<file path="config.mk">
export PLATFORM = sky130hd
export DESIGN_NAME = uart_bt_device_flat
export DESIGN_NICKNAME = d
export VERILOG_FILES = /design/src/uart_line_if.sv /design/src/baud_tick_gen.sv /design/src/uart_bt_device.sv /design/src/flat_wrapper.sv
export VERILOG_INCLUDE_DIRS = /design/src
export SDC_FILE = /design/constraint.sdc
export NUM_CORES = 1
export LEC_CHECK = 0
export BUFFER_PORTS_ARGS = -buffer_cell sky130_fd_sc_hd__buf_2
export CAP_MARGIN = 20
export CELL_PAD_IN_SITES_DETAIL_PLACEMENT = 1
export CELL_PAD_IN_SITES_GLOBAL_PLACEMENT = 1
export CORE_UTILIZATION = 40
export CTS_CLUSTER_SIZE = 12
export DETAILED_ROUTE_END_ITERATION = 8
export PLACE_DENSITY = 0.72
export SLEW_MARGIN = 20
export SYNTH_ARGS = -nofsm -noshare
export SYNTH_HDL_FRONTEND = slang
export SYNTH_SLANG_ARGS = --single-unit
</file>
<file path="constraint.sdc">
create_clock -name clock_in -period 4.1 [get_ports clock_in]
set_input_delay 0.82 -clock clock_in [delete_from_list [all_inputs] [get_ports clock_in]]
set_output_delay 0.82 -clock clock_in [all_outputs]
set_load 0.01 [all_outputs]
</file>
<file path="src/uart_bt_regs.svh">
// Register indices, field positions and reset values of the baud and transmit block.
`ifndef UART_BT_REGS_SVH
`define UART_BT_REGS_SVH

// ****************************************************************
// Register indices (byte address is four times the index)
// ****************************************************************
`define BAUD_IDX 6'h00
`define CTRL_IDX 6'h01
`define DATA_IDX 6'h02
`define STATUS_IDX 6'h03
`define RX_SAMPLING_IDX 6'h0b
`define IDX_LSB 2
`define IDX_MSB 7

// ****************************************************************
// Control fields
// ****************************************************************
`define CTRL_TE 0
`define CTRL_BRK 1
`define CTRL_INV 2
`define CTRL_NINE 3
`define CTRL_TEN 4
`define CTRL_TWO_STOP 5
`define CTRL_LONG_BRK 6
`define CTRL_OSR_LSB 8
`define CTRL_OSR_MSB 12
`define CTRL_W 13
`define CTRL_RESET 13'h0f00

// ****************************************************************
// Status and receiver sampling fields
// ****************************************************************
`define STAT_TX_BUFFER_EMPTY_FLAG 0
`define STAT_TC 1
`define RXS_RESYNC_INH 0
`define RXS_DUAL_EDGE 1
`define RXS_W 2
`define RXS_RESET 2'h0

// ****************************************************************
// Baud divisor, ratio and frame figures
// ****************************************************************
`define DIV_W 13
`define BAUD_RESET 13'h0004
`define OSR_MIN 5'h03
`define OSR_DEFAULT_RATIO 6'h10
`define FRAME_BASE 5'h0a
`define LONG_BRK_EXTRA 5'h03
`define SH_W 16
`define DATA_W 10

`endif

</file>
<file path="src/uart_line_if.sv">
// Serial line between the transmitter and the remote receiver.
`timescale 1ns/1ps
`default_nettype none
interface uart_line_if;
	logic tx_level;
	logic tx_oe;
	// A released line is pulled to the idle high level.
	wire logic line = tx_oe ? tx_level : 1'b1;
	modport device (output tx_level, output tx_oe);
	modport remote (input line);
endinterface : uart_line_if
`default_nettype wire

</file>
<file path="src/baud_tick_gen.sv">
// Baud clock generator: modulus divider giving rising and falling tick enables.
`timescale 1ns/1ps
`default_nettype none
`include "uart_bt_regs.svh"
module baud_tick_gen #(
	parameter int DIV_WIDTH = `DIV_W
) (
	input wire logic clock_in,
	input wire logic reset_n_in,
	input wire logic [DIV_WIDTH-1:0] divisor_in,
	output logic rise_tick_out,
	output logic fall_tick_out
);
	generate
		if (DIV_WIDTH < 2)
		begin : g_bad_width
			$error("divisor width too small");
		end
	endgenerate

	logic [DIV_WIDTH-1:0] cnt_q;
	// A divisor of zero stops the baud clock altogether.
	wire logic running = divisor_in != '0;
	wire logic wrap = running && (cnt_q >= divisor_in - 1'b1);
	wire logic [DIV_WIDTH-1:0] half = divisor_in >> 1;

	always_ff @(posedge clock_in or negedge reset_n_in)
	begin
		if (!reset_n_in)
			cnt_q <= '0;
		else
			cnt_q <= wrap ? '0 : cnt_q + 1'b1;
	end

	assign rise_tick_out = wrap;
	// With a divisor of one both edges fall in one cycle, so only the rising tick is given.
	assign fall_tick_out = running && (half != '0) && (cnt_q == half - 1'b1);
endmodule : baud_tick_gen
`default_nettype wire

</file>
<file path="src/uart_bt_device.sv">
// UART baud generator, transmitter and receiver sampling controls with an APB register port.
//
// Function
// - Sampling register bits 7..2 read zero.
// - Dual edge adds falling baud samples.
// - Software enables dual edge for ratios 4-7.
// - Resync inhibit blocks mid-word bit resynchronisation.
// - Change sampling settings only while receiver disabled.
// - Thirteen-bit counter divides clock by divisor.
// - Receiver uses baud clock; transmitter divides further.
// - Receiver takes 4 to 32 samples/bit, 8 to 64 with dual edge.
// - Reset idles high; invert bit flips output.
// - Enable rising queues one idle frame.
// - Frame is 10 to 13 bits.
// - Free shifter loads buffer, sets buffer-empty flag.
// - Stop done, nothing waiting: set complete.
// - Disabling finishes current and queued characters (here a buffered data character waits until re-enable).
// - Break bit one then zero queues break.
// - Break bit still set requeues another break.
// - Break length 10 to 16 bit times.
// - Enable clear then set queues idle.
// - Brief enable clear keeps line driven (here only while a frame is shifting or an idle or break is queued).
// - Invalid ratio code means ratio sixteen.
// - Ten-bit mode adds tenth data bit.
//
// Our own choice: the APB slave port.
`timescale 1ns/1ps
`default_nettype none
`include "uart_bt_regs.svh"
module uart_bt_device #(
	parameter int DIV_WIDTH = `DIV_W
) (
	input wire logic clock_in,
	input wire logic reset_n_in,
	input wire logic [7:0] paddr_in,
	input wire logic psel_in,
	input wire logic penable_in,
	input wire logic pwrite_in,
	input wire logic [31:0] pwdata_in,
	output logic [31:0] prdata_out,
	output logic pready_out,
	output logic pslverr_out,
	uart_line_if.device line,
	output logic rx_sample_strobe_out,
	output logic rx_resync_enable_out,
	output logic [6:0] rx_samples_per_bit_out
);
	generate
		if (DIV_WIDTH != `DIV_W)
		begin : g_bad_width
			$error("baud divisor must be 13 bits wide");
		end
	endgenerate

	// ****************************************************************
	// Helpers
	// ****************************************************************
	function automatic logic [5:0] ratio_of(input logic [4:0] code);
		ratio_of = (code >= `OSR_MIN) ? {1'b0, code} + 6'h01 : `OSR_DEFAULT_RATIO;
	endfunction : ratio_of

	function automatic logic [4:0] frame_len(input logic nine, input logic ten, input logic two);
		frame_len = `FRAME_BASE + (ten ? 5'h02 : {4'h0, nine}) + {4'h0, two};
	endfunction : frame_len

	// ****************************************************************
	// Register port
	// ****************************************************************
	logic [DIV_WIDTH-1:0] baud_q;
	logic [`CTRL_W-1:0] ctrl_q;
	logic [`RXS_W-1:0] rxs_q;
	logic [`DATA_W-1:0] buf_q;
	logic buf_full_q;
	logic tc_q;
	logic pready_q;

	wire logic [5:0] idx = paddr_in[`IDX_MSB:`IDX_LSB];
	wire logic sel_baud = idx == `BAUD_IDX;
	wire logic sel_ctrl = idx == `CTRL_IDX;
	wire logic sel_data = idx == `DATA_IDX;
	wire logic sel_stat = idx == `STATUS_IDX;
	wire logic sel_rxs = idx == `RX_SAMPLING_IDX;
	wire logic mapped = sel_baud | sel_ctrl | sel_data | sel_stat | sel_rxs;
	wire logic access = psel_in & penable_in;
	wire logic done = access & pready_q;
	wire logic wr = done & pwrite_in & mapped;
	wire logic wr_data = wr & sel_data;

	wire logic te = ctrl_q[`CTRL_TE];
	wire logic brk_bit = ctrl_q[`CTRL_BRK];
	wire logic nine = ctrl_q[`CTRL_NINE];
	wire logic ten = ctrl_q[`CTRL_TEN];
	wire logic two = ctrl_q[`CTRL_TWO_STOP];
	wire logic [5:0] ratio = ratio_of(ctrl_q[`CTRL_OSR_MSB:`CTRL_OSR_LSB]);
	wire logic dual = rxs_q[`RXS_DUAL_EDGE];

	wire logic [31:0] rd_word = sel_baud ? {{(32-DIV_WIDTH){1'b0}}, baud_q} :
		sel_ctrl ? {19'h0, ctrl_q} :
		sel_data ? {22'h0, buf_q} :
		sel_stat ? {30'h0, tc_q, ~buf_full_q} :
		sel_rxs ? {30'h0, rxs_q} : 32'h0;

	always_ff @(posedge clock_in or negedge reset_n_in)
	begin
		if (!reset_n_in)
		begin
			pready_q <= 1'b0;
			pslverr_out <= 1'b0;
			prdata_out <= 32'h0;
		end
		else
		begin
			pready_q <= access & ~pready_q;
			pslverr_out <= access & ~pready_q & ~mapped;
			prdata_out <= (access & ~pready_q & ~pwrite_in) ? rd_word : 32'h0;
		end
	end
	assign pready_out = pready_q;

	always_ff @(posedge clock_in or negedge reset_n_in)
	begin
		if (!reset_n_in)
		begin
			baud_q <= `BAUD_RESET;
			ctrl_q <= `CTRL_RESET;
			rxs_q <= `RXS_RESET;
			buf_q <= '0;
		end
		else
		begin
			if (wr & sel_baud)
				baud_q <= pwdata_in[DIV_WIDTH-1:0];
			if (wr & sel_ctrl)
				ctrl_q <= pwdata_in[`CTRL_W-1:0];
			if (wr & sel_rxs)
				rxs_q <= pwdata_in[`RXS_W-1:0];
			if (wr_data)
				buf_q <= pwdata_in[`DATA_W-1:0];
		end
	end

	// ****************************************************************
	// Baud clock and receiver sampling controls
	// ****************************************************************
	logic rise_tick;
	logic fall_tick;
	baud_tick_gen #(.DIV_WIDTH(DIV_WIDTH)) u_baud (
		.clock_in(clock_in),
		.reset_n_in(reset_n_in),
		.divisor_in(baud_q),
		.rise_tick_out(rise_tick),
		.fall_tick_out(fall_tick)
	);

	always_ff @(posedge clock_in or negedge reset_n_in)
	begin
		if (!reset_n_in)
		begin
			rx_sample_strobe_out <= 1'b0;
			rx_resync_enable_out <= 1'b1;
			rx_samples_per_bit_out <= {1'b0, `OSR_DEFAULT_RATIO};
		end
		else
		begin
			rx_sample_strobe_out <= rise_tick | (dual & fall_tick);
			rx_resync_enable_out <= ~rxs_q[`RXS_RESYNC_INH];
			// A ratio of 32 doubled needs the seventh bit.
			rx_samples_per_bit_out <= dual ? {ratio, 1'b0} : {1'b0, ratio};
		end
	end

	// ****************************************************************
	// Transmitter
	// ****************************************************************
	logic [5:0] bit_cnt_q;
	logic te_prev_q;
	logic brk_prev_q;
	logic idle_pend_q;
	logic brk_pend_q;
	logic [`SH_W-1:0] sh_q;
	logic [4:0] left_q;
	logic [`SH_W-1:0] sh_d;
	logic [4:0] left_d;

	// Comparing with >= keeps the counter bounded if the ratio is lowered mid-count.
	wire logic bit_tick = rise_tick & (bit_cnt_q >= ratio - 6'h01);
	wire logic free = bit_tick & (left_q <= 5'h01);
	wire logic load_idle = free & idle_pend_q;
	wire logic load_brk = free & ~idle_pend_q & brk_pend_q;
	wire logic load_data = free & ~idle_pend_q & ~brk_pend_q & buf_full_q & te;
	wire logic any_load = load_idle | load_brk | load_data;
	wire logic [4:0] flen = frame_len(nine, ten, two);
	wire logic [4:0] blen = flen + (ctrl_q[`CTRL_LONG_BRK] ? `LONG_BRK_EXTRA : 5'h00);
	wire logic [`DATA_W-1:0] data_ext = ten ? buf_q : nine ? {1'b1, buf_q[8:0]} : {2'h3, buf_q[7:0]};
	wire logic [`SH_W-1:0] data_frame = {5'h1f, data_ext, 1'b0};
	wire logic stop_done = bit_tick & (left_q == 5'h01) & ~any_load;

	always_comb
	begin
		sh_d = sh_q;
		left_d = left_q;
		if (load_idle)
		begin
			sh_d = {`SH_W{1'b1}};
			left_d = flen;
		end
		else if (load_brk)
		begin
			sh_d = '0;
			left_d = blen;
		end
		else if (load_data)
		begin
			sh_d = data_frame;
			left_d = flen;
		end
		else if (bit_tick && left_q > 5'h01)
		begin
			sh_d = {1'b1, sh_q[`SH_W-1:1]};
			left_d = left_q - 5'h01;
		end
		else if (bit_tick)
			left_d = 5'h00;
	end

	wire logic busy_d = left_d != 5'h00;
	wire logic level_d = busy_d ? sh_d[0] : 1'b1;

	always_ff @(posedge clock_in or negedge reset_n_in)
	begin
		if (!reset_n_in)
		begin
			bit_cnt_q <= '0;
			te_prev_q <= 1'b0;
			brk_prev_q <= 1'b0;
			idle_pend_q <= 1'b0;
			brk_pend_q <= 1'b0;
			buf_full_q <= 1'b0;
			tc_q <= 1'b1;
			sh_q <= {`SH_W{1'b1}};
			left_q <= '0;
			line.tx_level <= 1'b1;
			line.tx_oe <= 1'b0;
		end
		else
		begin
			if (rise_tick)
				bit_cnt_q <= bit_tick ? '0 : bit_cnt_q + 6'h01;
			te_prev_q <= te;
			brk_prev_q <= brk_bit;
			idle_pend_q <= (te & ~te_prev_q) | (idle_pend_q & ~load_idle);
			brk_pend_q <= (~brk_bit & brk_prev_q) | (load_brk & brk_bit) | (brk_pend_q & ~load_brk);
			// A write in the loading cycle refills the buffer, so the set wins over the clear.
			buf_full_q <= wr_data | (buf_full_q & ~load_data);
			tc_q <= stop_done | (tc_q & ~wr_data);
			sh_q <= sh_d;
			left_q <= left_d;
			line.tx_level <= level_d ^ ctrl_q[`CTRL_INV];
			// The pin stays driven while enabled, while shifting, or while an idle or break is queued.
			line.tx_oe <= te | busy_d | idle_pend_q | brk_pend_q;
		end
	end
endmodule : uart_bt_device
`default_nettype wire

</file>
<file path="src/flat_wrapper.sv">
// flat-port wrapper written by rule: the top's interface ports become plain ports
module uart_bt_device_flat 
#(
	parameter int DIV_WIDTH = `DIV_W
)
  (clock_in, reset_n_in, paddr_in, psel_in, penable_in, pwrite_in, pwdata_in, prdata_out, pready_out, pslverr_out, rx_sample_strobe_out, rx_resync_enable_out, rx_samples_per_bit_out, line_tx_level, line_tx_oe);
  uart_line_if line_i ();
  input wire logic clock_in;
  input wire logic reset_n_in;
  input wire logic [7:0] paddr_in;
  input wire logic psel_in;
  input wire logic penable_in;
  input wire logic pwrite_in;
  input wire logic [31:0] pwdata_in;
  output logic [31:0] prdata_out;
  output logic pready_out;
  output logic pslverr_out;
  output logic rx_sample_strobe_out;
  output logic rx_resync_enable_out;
  output logic [6:0] rx_samples_per_bit_out;
  output wire logic [$bits(line_i.tx_level)-1:0] line_tx_level;
  output wire logic [$bits(line_i.tx_oe)-1:0] line_tx_oe;
  assign line_tx_level = line_i.tx_level;
  assign line_tx_oe = line_i.tx_oe;
  uart_bt_device #(.DIV_WIDTH(DIV_WIDTH)) u_core (.clock_in(clock_in), .reset_n_in(reset_n_in), .paddr_in(paddr_in), .psel_in(psel_in), .penable_in(penable_in), .pwrite_in(pwrite_in), .pwdata_in(pwdata_in), .prdata_out(prdata_out), .pready_out(pready_out), .pslverr_out(pslverr_out), .line(line_i), .rx_sample_strobe_out(rx_sample_strobe_out), .rx_resync_enable_out(rx_resync_enable_out), .rx_samples_per_bit_out(rx_samples_per_bit_out));
endmodule
</file>
==> run summary, run 1 <==
The worst setup path is captured at a register. The row count was 45; the mean cell area of the mapped netlist was 9.69 um^2. The fraction of registers with async set or reset after synthesis is 1.00, and the residual DRC count is 0. The tree is rooted in a clkbuf_16.

The library cells used most frequently in the layout, excluding fill and tap cells, are dfrtp_1, nand2_1, nor2_1, buf_2, buf_4. The width of the die works out to 128 um. The H-tree depth was 3; the final number of setup-violating endpoints was 0.

Buffers plus inverters on the worst setup path: 2. For this block, the routed nets add up to 17,300 um of wire. The mapped netlist covers 0.00638 mm^2. The number of global-route vias before repair was 5,451. The largest area contributor in the netlist was dfrtp_1. On the final layout, the worst hold slack is 437 ps. The floorplan step defined a die boundary enclosing 0.0165 mm^2. The detailed router finished its first iteration with 265 violations. The critical path depth is 18. The relative contribution of sequential cells to total power came out at 0.413.

At the later pin of the worst-skew pair, clock insertion delay measures 370 ps. The run finished with clean final reports. The clock transition at the registers of the reported paths came out at 70 ps.

The library cell used most frequently in the layout, excluding fill and tap cells, is dfrtp_1. The number of iterations in the first detailed-routing pass is 4, and the worst-case headroom to the max-slew limit is 0.374. The run gives 5,093 as the detailed-route via count. The number of cells traversed by the worst hold path was 1; the max-cap check violation count was 0. The overall global routing resource usage is 0.224, and the detailed route wirelength on metal3 is 464 um.

Setup repair after global routing could not meet its margin everywhere. The number of nets still failing antenna checks after routing is 0. For the maximum root-to-sink buffer count, the log shows 2. The cell count after synthesis came out at 658. Summed over all nets, the half-perimeter wirelength after detailed placement is 13,000 um.

The number of cells on the worst reg-to-reg path is 18. Largest stage delay on the critical path: 560 ps. From bottom edge to top edge, the die measures 128 um.

The first-pass GRT wire length is 28,100 um, and the total of buffers placed on input and output ports is 49. Traced cell by cell, the critical path runs through ha_2 -> nor4_2 -> or2_2 -> and3_2 -> nand2_1 -> o2111ai_1 -> o21ai_0 -> a21oi_1 -> ha_1 -> and3_4 -> a221oi_4 -> buf_4 -> or2_4 -> o31ai_4 -> o31ai_2 -> buf_4 -> nor4_2 -> nand3_1. The total grt overflow was 0; the fraction of power spent switching nets was 0.350. The largest net degree at the start of global routing was 72; the post-route fraction of the period consumed by the critical path was 0.959. Counting the buffers created by CTS gives 9. Highest net fanout along the worst path: 5. Summing all flip-flop and latch instances after layout gives 0.00278 mm^2. The tools report the initial core utilization as 0.415. Synthesis inferred 110 register bits. The multi-input combinational cells in the finished layout cover a total of 0.00341 mm^2. Data on the critical path is required at its endpoint by 4340 ps. The cell family contributing the most delay on the critical path is simple AND/OR/NAND/NOR gates.

The worst-case clock skew is 11.5 ps. The sequential cell area fraction in the yosys report is 0.437. The met2 routed wirelength is 8930 um. The number of sinks handled by clock tree synthesis came out at 110.

The critical path in this run is classified as reg2reg. The post-layout minimum cycle time was 3930 ps; the floorplan core area was 0.0154 mm^2. The number of nets in the final layout came out at 801.

TritonCTS built the clock tree. The area share of the largest cell type after synthesis is 0.334. In this run the power spent charging and discharging nets is 1220 uW. The logs give 7600 um for the length of routed wiring on met1 and 254 MHz for the fmax. The tools report the startpoint kind of the worst setup timing path as a register. The logs give 4170 ps for the data arrival at the endpoint of the critical path and 0 for the count of final max-slew check failures. The slowest stage of the critical path is the dfstp_2 cell. The count of flip-flops with a built-in enable after synthesis was 0; the final routed wire length divided by cell count was 18.4 um.

The relative contribution of combinational cells to total power came out at 0.309. Class of the most critical hold timing path: reg2reg. Main flop type after synthesis: dfrtp_1. With fillers left out, the area of the finished cells amounts to 0.00740 mm^2. The transition at the pin with the smallest max-transition slack works out to 930 ps. The layout has 1,771 filler cells. The post-synthesis cell type count is 66. Placer's final routability congestion estimate: 0.871. Yosys attributes the largest share of cell area to dfrtp_1, dfstp_2, ha_1. Number of warning messages in the yosys log: 0. The layout overhead on the synthesized area is 16.0%.

In the routed layout, each cell is associated on average with a via count of 5.42. The number of antenna diodes in the final layout is 0. The static power due to leakage came out at 0.00347 uW. The internal power component was 2270 uW; the count of pins on the block boundary was 90.

In this run the power density over the cells is 472 mW/mm^2. In this run the cell area measured after placement is 0.00693 mm^2. The initial antenna violation count came out at 0.

Top layer used by detailed routing: met4. The tools report the hold violation total from the final report as 0. Across the VDD grid, the largest voltage drop is 242 uV.

The clock share of power is 0.278, and the proportion of layout cells with a drive suffix above 1 is 0.268.
[flip-flops by register name (all words and copies together), names as in the netlist, 2 cells and up]
name	flops
u_core.baud_q	13
u_core.bit_cnt_q	6
u_core.buf_q	10
u_core.ctrl_q	13
u_core.left_q	5
u_core.prdata_out	13
u_core.rx_samples_per_bit_out	7
u_core.rxs_q	2
u_core.sh_q	16
u_core.u_baud.cnt_q	13
[path summary, 6_finish.rpt]
path	startpoint	to	slack [ps]
worst max-delay path	u_core.ctrl_q[9]	u_core.line.tx_oe	170
worst min-delay path	u_core.te_prev_q	u_core.idle_pend_q	440
worst max register to register	u_core.ctrl_q[9]	u_core.line.tx_oe	170
worst min register to register	u_core.te_prev_q	u_core.idle_pend_q	440
max in group asynchronous	reset_n_in	u_core.rx_samples_per_bit_out[4]	2610
min in group asynchronous	reset_n_in	u_core.buf_q[5]	580
[power by group through the flow]
stage               Combinational, uW  Clock [uW]  Sequential, uW
CTS                              1000         998            1440
global route                     1210        1030            1470
detailed placement                992           0            1460
finish                           1080         971            1440
floorplan                         706           0            1400
global placement                  953           0            1450
[cell usage after synthesis (2+ instances only)]
master     count
a2111oi_0      2
a211o_1        2
a211oi_1       4
a21o_1         3
a21oi_1       37
a221o_1        6
a221oi_1      10
a2bb2oi_1      2
a31oi_1        4
and3_1        12
buf_2         10
buf_4         19
buf_6          2
clkbuf_1      16
dfrtp_1       85
dfstp_2       25
ha_1          32
inv_1         27
mux2_2        32
mux2i_1        9
nand2_1       71
nand2b_1       4
nand3_1       24
nand4_1        5
nor2_1        57
nor2_2         2
nor2b_1        7
nor3_1        18
nor4_1         7
nor4b_1        2
o21a_1         3
o21ai_0       35
o31ai_1        7
or2_2          2
or3_1          3
xnor2_1       23
xor2_1        20
[what timing repair did]
| action | CTS | global route |
|---|---|---|
| setup endpoints to repair | 4 | 26 |
| hold buffers | 0 | 0 |
| resized for setup | 1 | 28 |
| setup buffers | 0 | 1 |
| hold endpoints to repair | 0 | 0 |
| pin swaps | 0 | 8 |
[through the flow]
stage          setup TNS [ps]  power (uW)  utilization  setup WS, ps  instances
2_1_floorplan               0        2110            -           208        676
3_3_place_gp                0        2400        0.451           106        922
3_5_place_dp                0        2450        0.451          69.7        922
4_1_cts                     0        3440        0.473          23.2        938
5_1_grt                 -23.3        3710        0.481         -20.1        939
6_report                    0        3490        0.481           166        939
[area by class of cell]
class,count,share of cell area
Multi-Input combinational cell,491,0.461
Sequential cell,110,0.376
Timing Repair Buffer,84,0.0690
Tap cell,211,0.0357
Clock buffer,9,0.0304
Clock inverter,7,0.0139
Inverter,27,0.0137
[kinds of logic after synthesis]
group           count (synthesis)  synth area share
compound gates                132             0.138
xor+xnor                       43            0.0591
fa+ha+maj                      33            0.0659
buf+inv                        75            0.0596
flops                         110             0.437
mux                            41            0.0706
other cells                     1          0.000588
simple gates                  223             0.170
[layer usage]
layer	GRT usage	vias up
met5	0	-
met2	0.392	75
met3	0.0417	24
met4	0.0713	0
met1	0.276	2582
li1	-	2412
(Power assumes the default switching activity.)
==> run 2, diff against run 1 <==
--- a/config.mk
+++ b/config.mk
@@ -13,2 +13,3 @@
 export CORE_UTILIZATION = 40
+export CTS_CLUSTER_DIAMETER = 30
 export CTS_CLUSTER_SIZE = 12
@@ -20 +21,2 @@
 export SYNTH_SLANG_ARGS = --single-unit
+export TNS_END_PERCENT = 1
==> constraint.sdc (replaced) <==
create_clock -name clock_in -period 4.1 [get_ports clock_in]
set_input_delay 0.41 -clock clock_in [delete_from_list [all_inputs] [get_ports clock_in]]
set_output_delay 0.41 -clock clock_in [all_outputs]
set_load 0.01 [all_outputs]
==> run summary, run 2 (synthesis results as in run 1) <==
The logs give 0 (unchanged) for the total grt overflow and 0.415 (unchanged) for the initial core utilization. The static power due to leakage came out at 0.00343 uW (-1.1%). The logs give 45 (unchanged) for the row count and 110 (unchanged) for the number of sinks handled by clock tree synthesis.

Maximum root-to-sink buffer count: 2 (unchanged). The number of global-route vias before repair was 5,593 (+2.6%). For the number of nets in the final layout, the log shows 797 (-0.50%). Setup repair after global routing could not meet its margin everywhere. The relative contribution of combinational cells to total power was 0.341 (+0.032); the floorplan core area was 0.0154 mm^2 (unchanged). The endpoint identified for the worst register-to-register timing path is u_core.line.tx_level.

The run gives 0.00349 mm^2 (+2.2%) as the combined area of the multi-input logic cells. In this run the clock root is driven by a clkbuf_16. Residual DRC count: 0 (unchanged).

TritonCTS built the clock tree. The total power of the final layout was 3530 uW (+1.0%); the net switching power figure was 1280 uW (+4.4%). The fmax was 248 MHz (-2.3%); the proportion of layout cells with a drive suffix above 1 was 0.261 (-0.00681).

The number of iterations in the first detailed-routing pass is 4 (unchanged), and the register cell area after layout is 0.00278 mm^2 (unchanged). The relative contribution of sequential cells to total power is 0.411 (-0.002). In this run the critical register-to-register path is launched from u_core.ctrl_q[8]. Leaving out fill and tap cells, the most frequent cell in the layout is dfrtp_1. Count of pins on the block boundary: 90 (unchanged).

The final routed wire length divided by cell count was 19.1 um (+3.5%). The logs give 0 (unchanged) for the total inserted antenna cells and 0.00689 mm^2 (-0.65%) for the cell area after placement. Leaving out fill and tap cells, the most frequent cells in the layout are dfrtp_1, nand2_1, nor2_1, buf_2, a21oi_1.

The height of the die came out at 128 um (unchanged). The highest net fanout along the worst path is 6 (+1). Clock transition at the registers of the reported paths: 70 ps (about the same). Walking the worst path, the cells encountered are ha_2 -> nor4_4 -> or2_4 -> ha_4 -> nor3b_1 -> a311oi_1 -> a31oi_1 -> a21oi_1 -> ha_1 -> and3_2 -> a221oi_4 -> buf_6 -> or2_4 -> nor3_4 -> o221ai_4 -> o41ai_2 -> xor2_1. For the setup TNS, the log shows 0 ps (unchanged). The detailed router's first-iteration violation count was 184 (-31%); the layout overhead on the synthesized area was 16.2%. The worst IR drop on VDD is 369 uV (+53%), and the internal power component is 2250 uW (-0.74%). The total power density per cell area works out to 476 mW/mm^2 (+0.91%). For the final number of setup-violating endpoints, the log shows 0 (unchanged). The largest stage delay on the critical path was 580 ps (+20 ps). The tools report the startpoint kind of the worst setup timing path as a register. The run gives 6.94 ps (-4.53 ps) as the worst-case clock skew. For the total non-filler cell area in the finished layout, the log shows 0.00741 mm^2 (+0.14%). The cell family contributing the most delay on the critical path is simple AND/OR/NAND/NOR gates. The logs give 0 (unchanged) for the number of nets still failing antenna checks after routing and 0.0165 mm^2 (unchanged) for the floorplan die area.

Ranked by flip-flop count, first place goes to u_core.sh_q. The flip-flop count of the largest register, all copies and words added came out at 16 (unchanged). The post-detailed-route via-to-cell ratio is 5.53 (+1.9%). For the CTS buffer count, the log shows 9 (unchanged). The clock network latency to the later pin of the worst-skew pair is 360 ps (about the same). The flow ran to the end, and the final reports show no timing, DRC or antenna violations. The fraction of power spent switching nets is 0.362 (+0.0115), and the largest net degree at the start of global routing is 88 (+22%). The run gives 13,100 um (+0.77%) as the estimated wirelength of the detail-placed design. The tools report the placer's final routability congestion estimate as 0.909 (+4.3%).

Counting stages on the worst path, the most repeated cell is or2_4. The critical-path cell with the highest stage delay was dfstp_2. The total of buffers placed on input and output ports is 49 (unchanged).

The run gives 0.230 (+0.00619) as the overall global routing resource usage. The path class of the tightest hold or removal check is in2async. The H-tree depth is 3 (unchanged), and the clock share of power is 0.248 (-0.030).

The post-route fraction of the period consumed by the critical path was 0.982 (+0.0227). The worst-case headroom to the max-slew limit was 0.377 (+0.00245); the post-layout minimum cycle time was 4030 ps (+92.9 ps). The first-pass GRT wire length was 29,000 um (+3.2%). The type of the worst setup path was reg2reg. Buffers plus inverters on the worst setup path: 1 (-1). The run gives 0 (unchanged) as the hold violation total from the final report.

The max-cap check violation count was 0 (unchanged). The width of the die works out to 128 um (unchanged). The pre-CTS setup slack is -134 ps (-203 ps), and the detailed-route via count is 5,166 (+1.4%). The worst setup path is captured at a register. The transition at the pin with the smallest max-transition slack came out at 927 ps (-3.64 ps). The logs give 73.2 ps (-92.9 ps) for the setup slack of the critical path after layout and 1,756 (-0.85%) for the count of filler cells inserted in the layout. The run gives 4390 ps (+50 ps) as the required time of the critical path. The logs give 0 (unchanged) for the count of final max-slew check failures and 70 ps (-90 ps) for the worst-case register-to-register setup slack. The tools report the total routed wirelength as 17,800 um (+3.1%). Initial antenna violation count: 0 (unchanged). The count of cells along the worst register-to-register path was 17 (-1); the data arrival at the endpoint of the critical path was 4320 ps (+150 ps).
-- run 2: cell types whose count changed in the layout (fill, tap and decap cells not counted), moves of 3 or more --
cell,previous run,this run
clkbuf_1,0,4
buf_4,36,30
a221oi_1,10,7
a221oi_2,0,3
nor4_4,1,4
nor4_2,4,1
-- run 2: routing by layer --
layer,routed length [um],GRT usage
met1,7590,0.277
met2,9310,0.405
met3,507,0.0442
met4,436,0.0837
met5,0,0
-- run 2: layout make-up --
type,count,share of cell area
multi-input cells,491,0.471
flip-flops and latches,110,0.376
repair buffers,80,0.0659
well taps,211,0.0356
clock buffers,13,0.0324
inverters,27,0.0137
clock inverters,3,0.00608
-- run 2: worst max path at each step --
| stage | from | end | cells after the start |
|---|---|---|---|
| after floorplan | u_core.ctrl_q[8] | u_core.line.tx_level | 17 |
| after global placement | u_core.baud_q[1] | u_core.line.tx_oe | 15 |
| after detailed placement | u_core.ctrl_q[8] | u_core.line.tx_level | 18 |
| after CTS | u_core.ctrl_q[8] | u_core.line.tx_level | 16 |
| after global routing | u_core.ctrl_q[8] | u_core.line.tx_level | 18 |
| final | u_core.ctrl_q[8] | u_core.line.tx_level | 17 |
-- run 2: repair_timing --
item                       CTS  global route
resized for setup            9            32
hold buffers                 0             0
buffers inserted             0             3
gates cloned                 0             0
hold endpoints to repair     0             0
pin swaps                    1            11
setup endpoints to repair   15            39
-- run 2: power groups by stage --
stage	clock, uW	sequential (uW)	combinational [uW]
6_report	876	1450	1200
5_1_grt	933	1470	1320
4_1_cts	897	1440	1060
3_5_place_dp	0	1460	1010
3_3_place_gp	0	1440	952
2_1_floorplan	0	1400	706
-- run 2: metrics by stage --
stage | std cells | util | hold WS [ps]
global route | 935 | 0.482 | 164
detailed placement | 916 | 0.448 | 429
global placement | 916 | 0.448 | 406
floorplan | 676 | - | 114
CTS | 932 | 0.469 | 290
finish | 935 | 0.482 | 79.1
-- run 2: worst reg2reg max path, stage by stage, from the launching register on --
cell and delay [ps]:
dfstp_2 580, ha_2 230, nor4_4 50, or2_4 280, ha_4 200, nor3b_1 220, a311oi_1 80, a31oi_1 190
a21oi_1 80, ha_1 300, and3_2 210, a221oi_4 70, buf_6 150, or2_4 310, nor3_4 230, o221ai_4 190
o41ai_2 420, xor2_1 180
==> run 3, diff against run 2 <==
--- a/config.mk
+++ b/config.mk
@@ -8,2 +8,3 @@
 export LEC_CHECK = 0
+export ABC_AREA = 1
 export BUFFER_PORTS_ARGS = -buffer_cell sky130_fd_sc_hd__buf_2
@@ -12,3 +13,3 @@
 export CELL_PAD_IN_SITES_GLOBAL_PLACEMENT = 1
-export CORE_UTILIZATION = 40
+export CORE_UTILIZATION = 39
 export CTS_CLUSTER_DIAMETER = 30
@@ -17,2 +18,3 @@
 export PLACE_DENSITY = 0.72
+export SETUP_SLACK_MARGIN = 0.1
 export SLEW_MARGIN = 20
==> constraint.sdc (replaced) <==
create_clock -name clock_in -period 4.1 [get_ports clock_in]
set_input_delay 0.205 -clock clock_in [delete_from_list [all_inputs] [get_ports clock_in]]
set_output_delay 0.205 -clock clock_in [all_outputs]
set_load 0.01 [all_outputs]
==> run summary, run 3 <==
The run gives 0 (unchanged) as the residual DRC count. The tools report the overall global routing resource usage as 0.219 (-0.0108). Summed over all instances, the cell type with the most area after synthesis is dfrtp_1. The row count came out at 46 (+2.2%). The hold violation total from the final report was 0 (unchanged); the combined area of the multi-input logic cells was 0.00314 mm^2 (-10%). The total power density per cell area is 272 mW/mm^2 (-43%), and the number of nets in the final layout is 909 (+14%). The post-synthesis cell type count came out at 51 (-23%). The run gives 13,600 um (+4.0%) as the estimated wirelength of the detail-placed design. The number of iterations in the first detailed-routing pass is 4 (unchanged), and the height of the die is 130 um (+1.6%). Ranked by flip-flop count, first place goes to u_core.sh_q.

The clock network latency to the later pin of the worst-skew pair was 360 ps (about the same); the maximum root-to-sink buffer count was 2 (unchanged). On the critical path, the stage with the largest delay is an instance of dfstp_2. Count of flip-flops with a built-in enable after synthesis: 0 (unchanged). TritonCTS built the clock tree.

The master cell of the clock root buffer is clkbuf_16. The tools report the critical path endpoint category as a register. The final number of setup-violating endpoints is 0 (unchanged), and the post-detailed-route via-to-cell ratio is 5.07 (-8.2%).

The detailed router's first-iteration violation count came out at 225 (+22%). For the setup TNS, the log shows 0 ps (unchanged). The tools report the placer's final routability congestion estimate as 0.853 (-6.2%).

The flip-flop count of the largest register, all copies and words added is 16 (unchanged), and the area share of the largest cell type after synthesis is 0.332 (-0.00202). The flow ran to the end, and the final reports show no timing, DRC or antenna violations. The count of final max-slew check failures is 0 (unchanged), and the static power due to leakage is 0.00378 uW (+10%).

The tools report the area of the mapped netlist as 0.00642 mm^2 (+0.61%). The H-tree depth was 3 (unchanged); the number of instances in the synthesized netlist was 761 (+16%). The highest net fanout along the worst path came out at 6 (unchanged). The count of filler cells inserted in the layout came out at 1,988 (+13%).

The number of sinks handled by clock tree synthesis is 110 (unchanged). The worst setup path is of the reg2reg kind. For the register cell area after layout, the log shows 0.00278 mm^2 (unchanged). For the setup slack of the critical path after layout, the log shows 383 ps (+310 ps). The class of the most critical hold timing path was in2reg. Commonest non-fill, non-tap cell in the layout: nand2_1. The logs give 3960 ps (-360 ps) for the data arrival at the endpoint of the critical path and 0 (unchanged) for the total inserted antenna cells. The logs give 2000 uW (-43%) for the total power of the final layout and 0.0160 mm^2 (+4.1%) for the floorplan core area.

The flip-flop and latch count after synthesis was 110 (unchanged); the post-layout minimum cycle time was 3720 ps (-310 ps). The pre-CTS setup slack is 81.9 ps (+216 ps). The total routed wirelength is 17,500 um (-2.1%), and the first-pass GRT wire length is 28,200 um (-2.8%).

By instance count, the leading cell after synthesis is nand2_1. The tools report the total non-filler cell area in the finished layout as 0.00735 mm^2 (-0.81%). The number of nets still failing antenna checks after routing is 0 (unchanged), and the required time of the critical path is 4340 ps (-50 ps).

For the initial antenna violation count, the log shows 0 (unchanged). The fmax was 269 MHz (+8.3%). The fraction of registers with async set or reset after synthesis came out at 1.00 (unchanged). The post-route fraction of the period consumed by the critical path works out to 0.907 (-0.0756). The area growth from synthesis to layout is 14.5%.

Transition at the pin with the smallest max-transition slack: 914 ps (-13.0 ps). The run gives 0.459 (-0.0227) as the core utilization of the finished layout. The clock transition at the registers of the reported paths is 80 ps (about the same), and the final routed wire length divided by cell count is 16.6 um (-13%).

The initial core utilization came out at 0.401 (-0.0139). Counting instances in the post-synthesis netlist gives the leading cell types as nand2_1, inv_1, dfrtp_1. The mean cell area of the mapped netlist is 8.43 um^2 (-13%), and the max-cap check violation count is 0 (unchanged).

The worst-case headroom to the max-slew limit is 0.390 (+0.0137). Most repeated library cell on the critical path: nand2_1. The top cell types in the final layout, fill and taps aside, are nand2_1, inv_1, dfrtp_1, o21ai_0, nor2_1. The cell area after placement came out at 0.00691 mm^2 (+0.38%).

The proportion of layout cells with a drive suffix above 1 came out at 0.214 (-0.0469). Setup repair after global routing left no endpoint under its margin. The main flop type after synthesis is dfrtp_1. The number of global-route vias before repair is 5,594 (+0.018%). The tools report the total grt overflow as 0 (unchanged). The logs give 8.92 ps (+1.98 ps) for the worst-case clock skew and 90 (unchanged) for the count of pins on the block boundary. The sequential cell area fraction in the yosys report was 0.434 (-0.00264). The critical path goes through ha_1 -> nor3_1 -> o211ai_1 -> nand2_1 -> inv_1 -> nor4_2 -> xor2_1 -> ha_1 -> nand2_1 -> nor2_1 -> nor2_2 -> nand3_4 -> nand3_4 -> nor2_8 -> buf_4 -> inv_4 -> nor2_4 -> nand2_1 -> nand3_2 -> nor2_4 -> nand3_4 -> nor2_4 -> nand2_1. The CTS buffer count is 9 (unchanged), and the number of warning messages in the yosys log is 0 (unchanged).

The detailed-route via count is 5,334 (+3.3%), and the worst IR drop on VDD is 230 uV (-38%). The largest stage delay on the critical path works out to 380 ps (-200 ps). The width of the die is 130 um (+1.6%), and the total of buffers placed on input and output ports is 49 (unchanged).

The run gives 42 (-52%) as the largest net degree at the start of global routing. By area the synthesized netlist is led by dfrtp_1, dfstp_2, nand2_1. The tools report the startpoint kind of the worst setup timing path as a register. Floorplan die area: 0.0170 mm^2 (+3.1%).
## run 3: cell types whose count changed in the layout (fill, tap and decap cells not counted), sizes merged, moves of 8 or more
| cell | previous run | this run |
|---|---|---|
| inv | 27 | 122 |
| mux2 | 32 | 2 |
| a221oi | 11 | 1 |
| o221ai | 1 | 10 |
| nand3 | 24 | 38 |
| o21ai | 37 | 66 |
| and3 | 12 | 2 |
| buf | 80 | 72 |
| nand2 | 71 | 148 |
| mux2i | 9 | 0 |
| xnor2 | 23 | 8 |
| o211ai | 0 | 11 |
## run 3: layout make-up
cell class	instances	area share
timing repair buffer	73	0.0591
tap	216	0.0368
sequential	110	0.379
inverter	121	0.0621
clock inverter	5	0.00443
clock buffer	11	0.0317
multi-input combinational	516	0.427
## run 3: cell families after synthesis
| logic type | after synthesis | share of synthesized area |
|---|---|---|
| AO/OA/AOI/OAI | 137 | 0.126 |
| XOR/XNOR | 34 | 0.0464 |
| buffers and inverters | 153 | 0.104 |
| flip-flops | 110 | 0.434 |
| other | 1 | 0.000584 |
| AND/OR/NAND/NOR | 291 | 0.221 |
| adder cells (fa/ha/maj) | 33 | 0.0655 |
| multiplexers | 2 | 0.00351 |
## run 3: power breakdown
group	total, uW	leakage, uW	switching, uW	internal [uW]
Sequential	1090	0.00123	3.24	1090
Clock	835	0.000134	419	415
Combinational	74.7	0.00242	56.3	18.4
Total	2000	0.00378	479	1520
## run 3: path summary, 6_finish.rpt
check                      slack (ps)              from                               end  cells past startpoint
max in group asynchronous        2830        reset_n_in  u_core.rx_samples_per_bit_out[4]                      3
setup reg to reg                  380  u_core.ctrl_q[8]                 u_core.line.tx_oe                     23
setup / recovery                  380  u_core.ctrl_q[8]                 u_core.line.tx_oe                     23
min in group asynchronous         330        reset_n_in                  u_core.ctrl_q[2]                      2
hold / removal                     90     pwdata_in[11]                 u_core.baud_q[11]                      3
hold reg to reg                   400  u_core.ctrl_q[1]                 u_core.brk_prev_q                      0
## run 3: repair_timing
action | CTS | global route
pin swaps | 2 | 13
gates resized for setup | 2 | 22
hold endpoints to repair | 30 | 0
buffers inserted | 1 | 6
setup endpoints to repair | 1 | 19
hold buffers | 1 | 0
## run 3: critical path, delay by kind of cell (launching register included)
family                   cells  cell delay (ps)
flip-flops                   1              380
adder cells (fa/ha/maj)      2              520
AO/OA/AOI/OAI                1              190
XOR/XNOR                     1              230
buffers and inverters        3              330
AND/OR/NAND/NOR             16             1970
## run 3: layer usage
layer  GRT usage  routed length (um)  vias to the layer above
met5           0                   0                        -
li1            -                   -                     2583
met1       0.262                7380                     2666
met3      0.0406                 413                       17
met4      0.0472                 234                        0
met2       0.405                9430                       68
## run 3: per-stage QoR
step | instances | hold WS (ps)
floorplan | 779 | -90.6
global placement | 1028 | 189
detailed placement | 1028 | 195
CTS | 1046 | 80.3
global route | 1052 | 99.1
finish | 1052 | 86.6
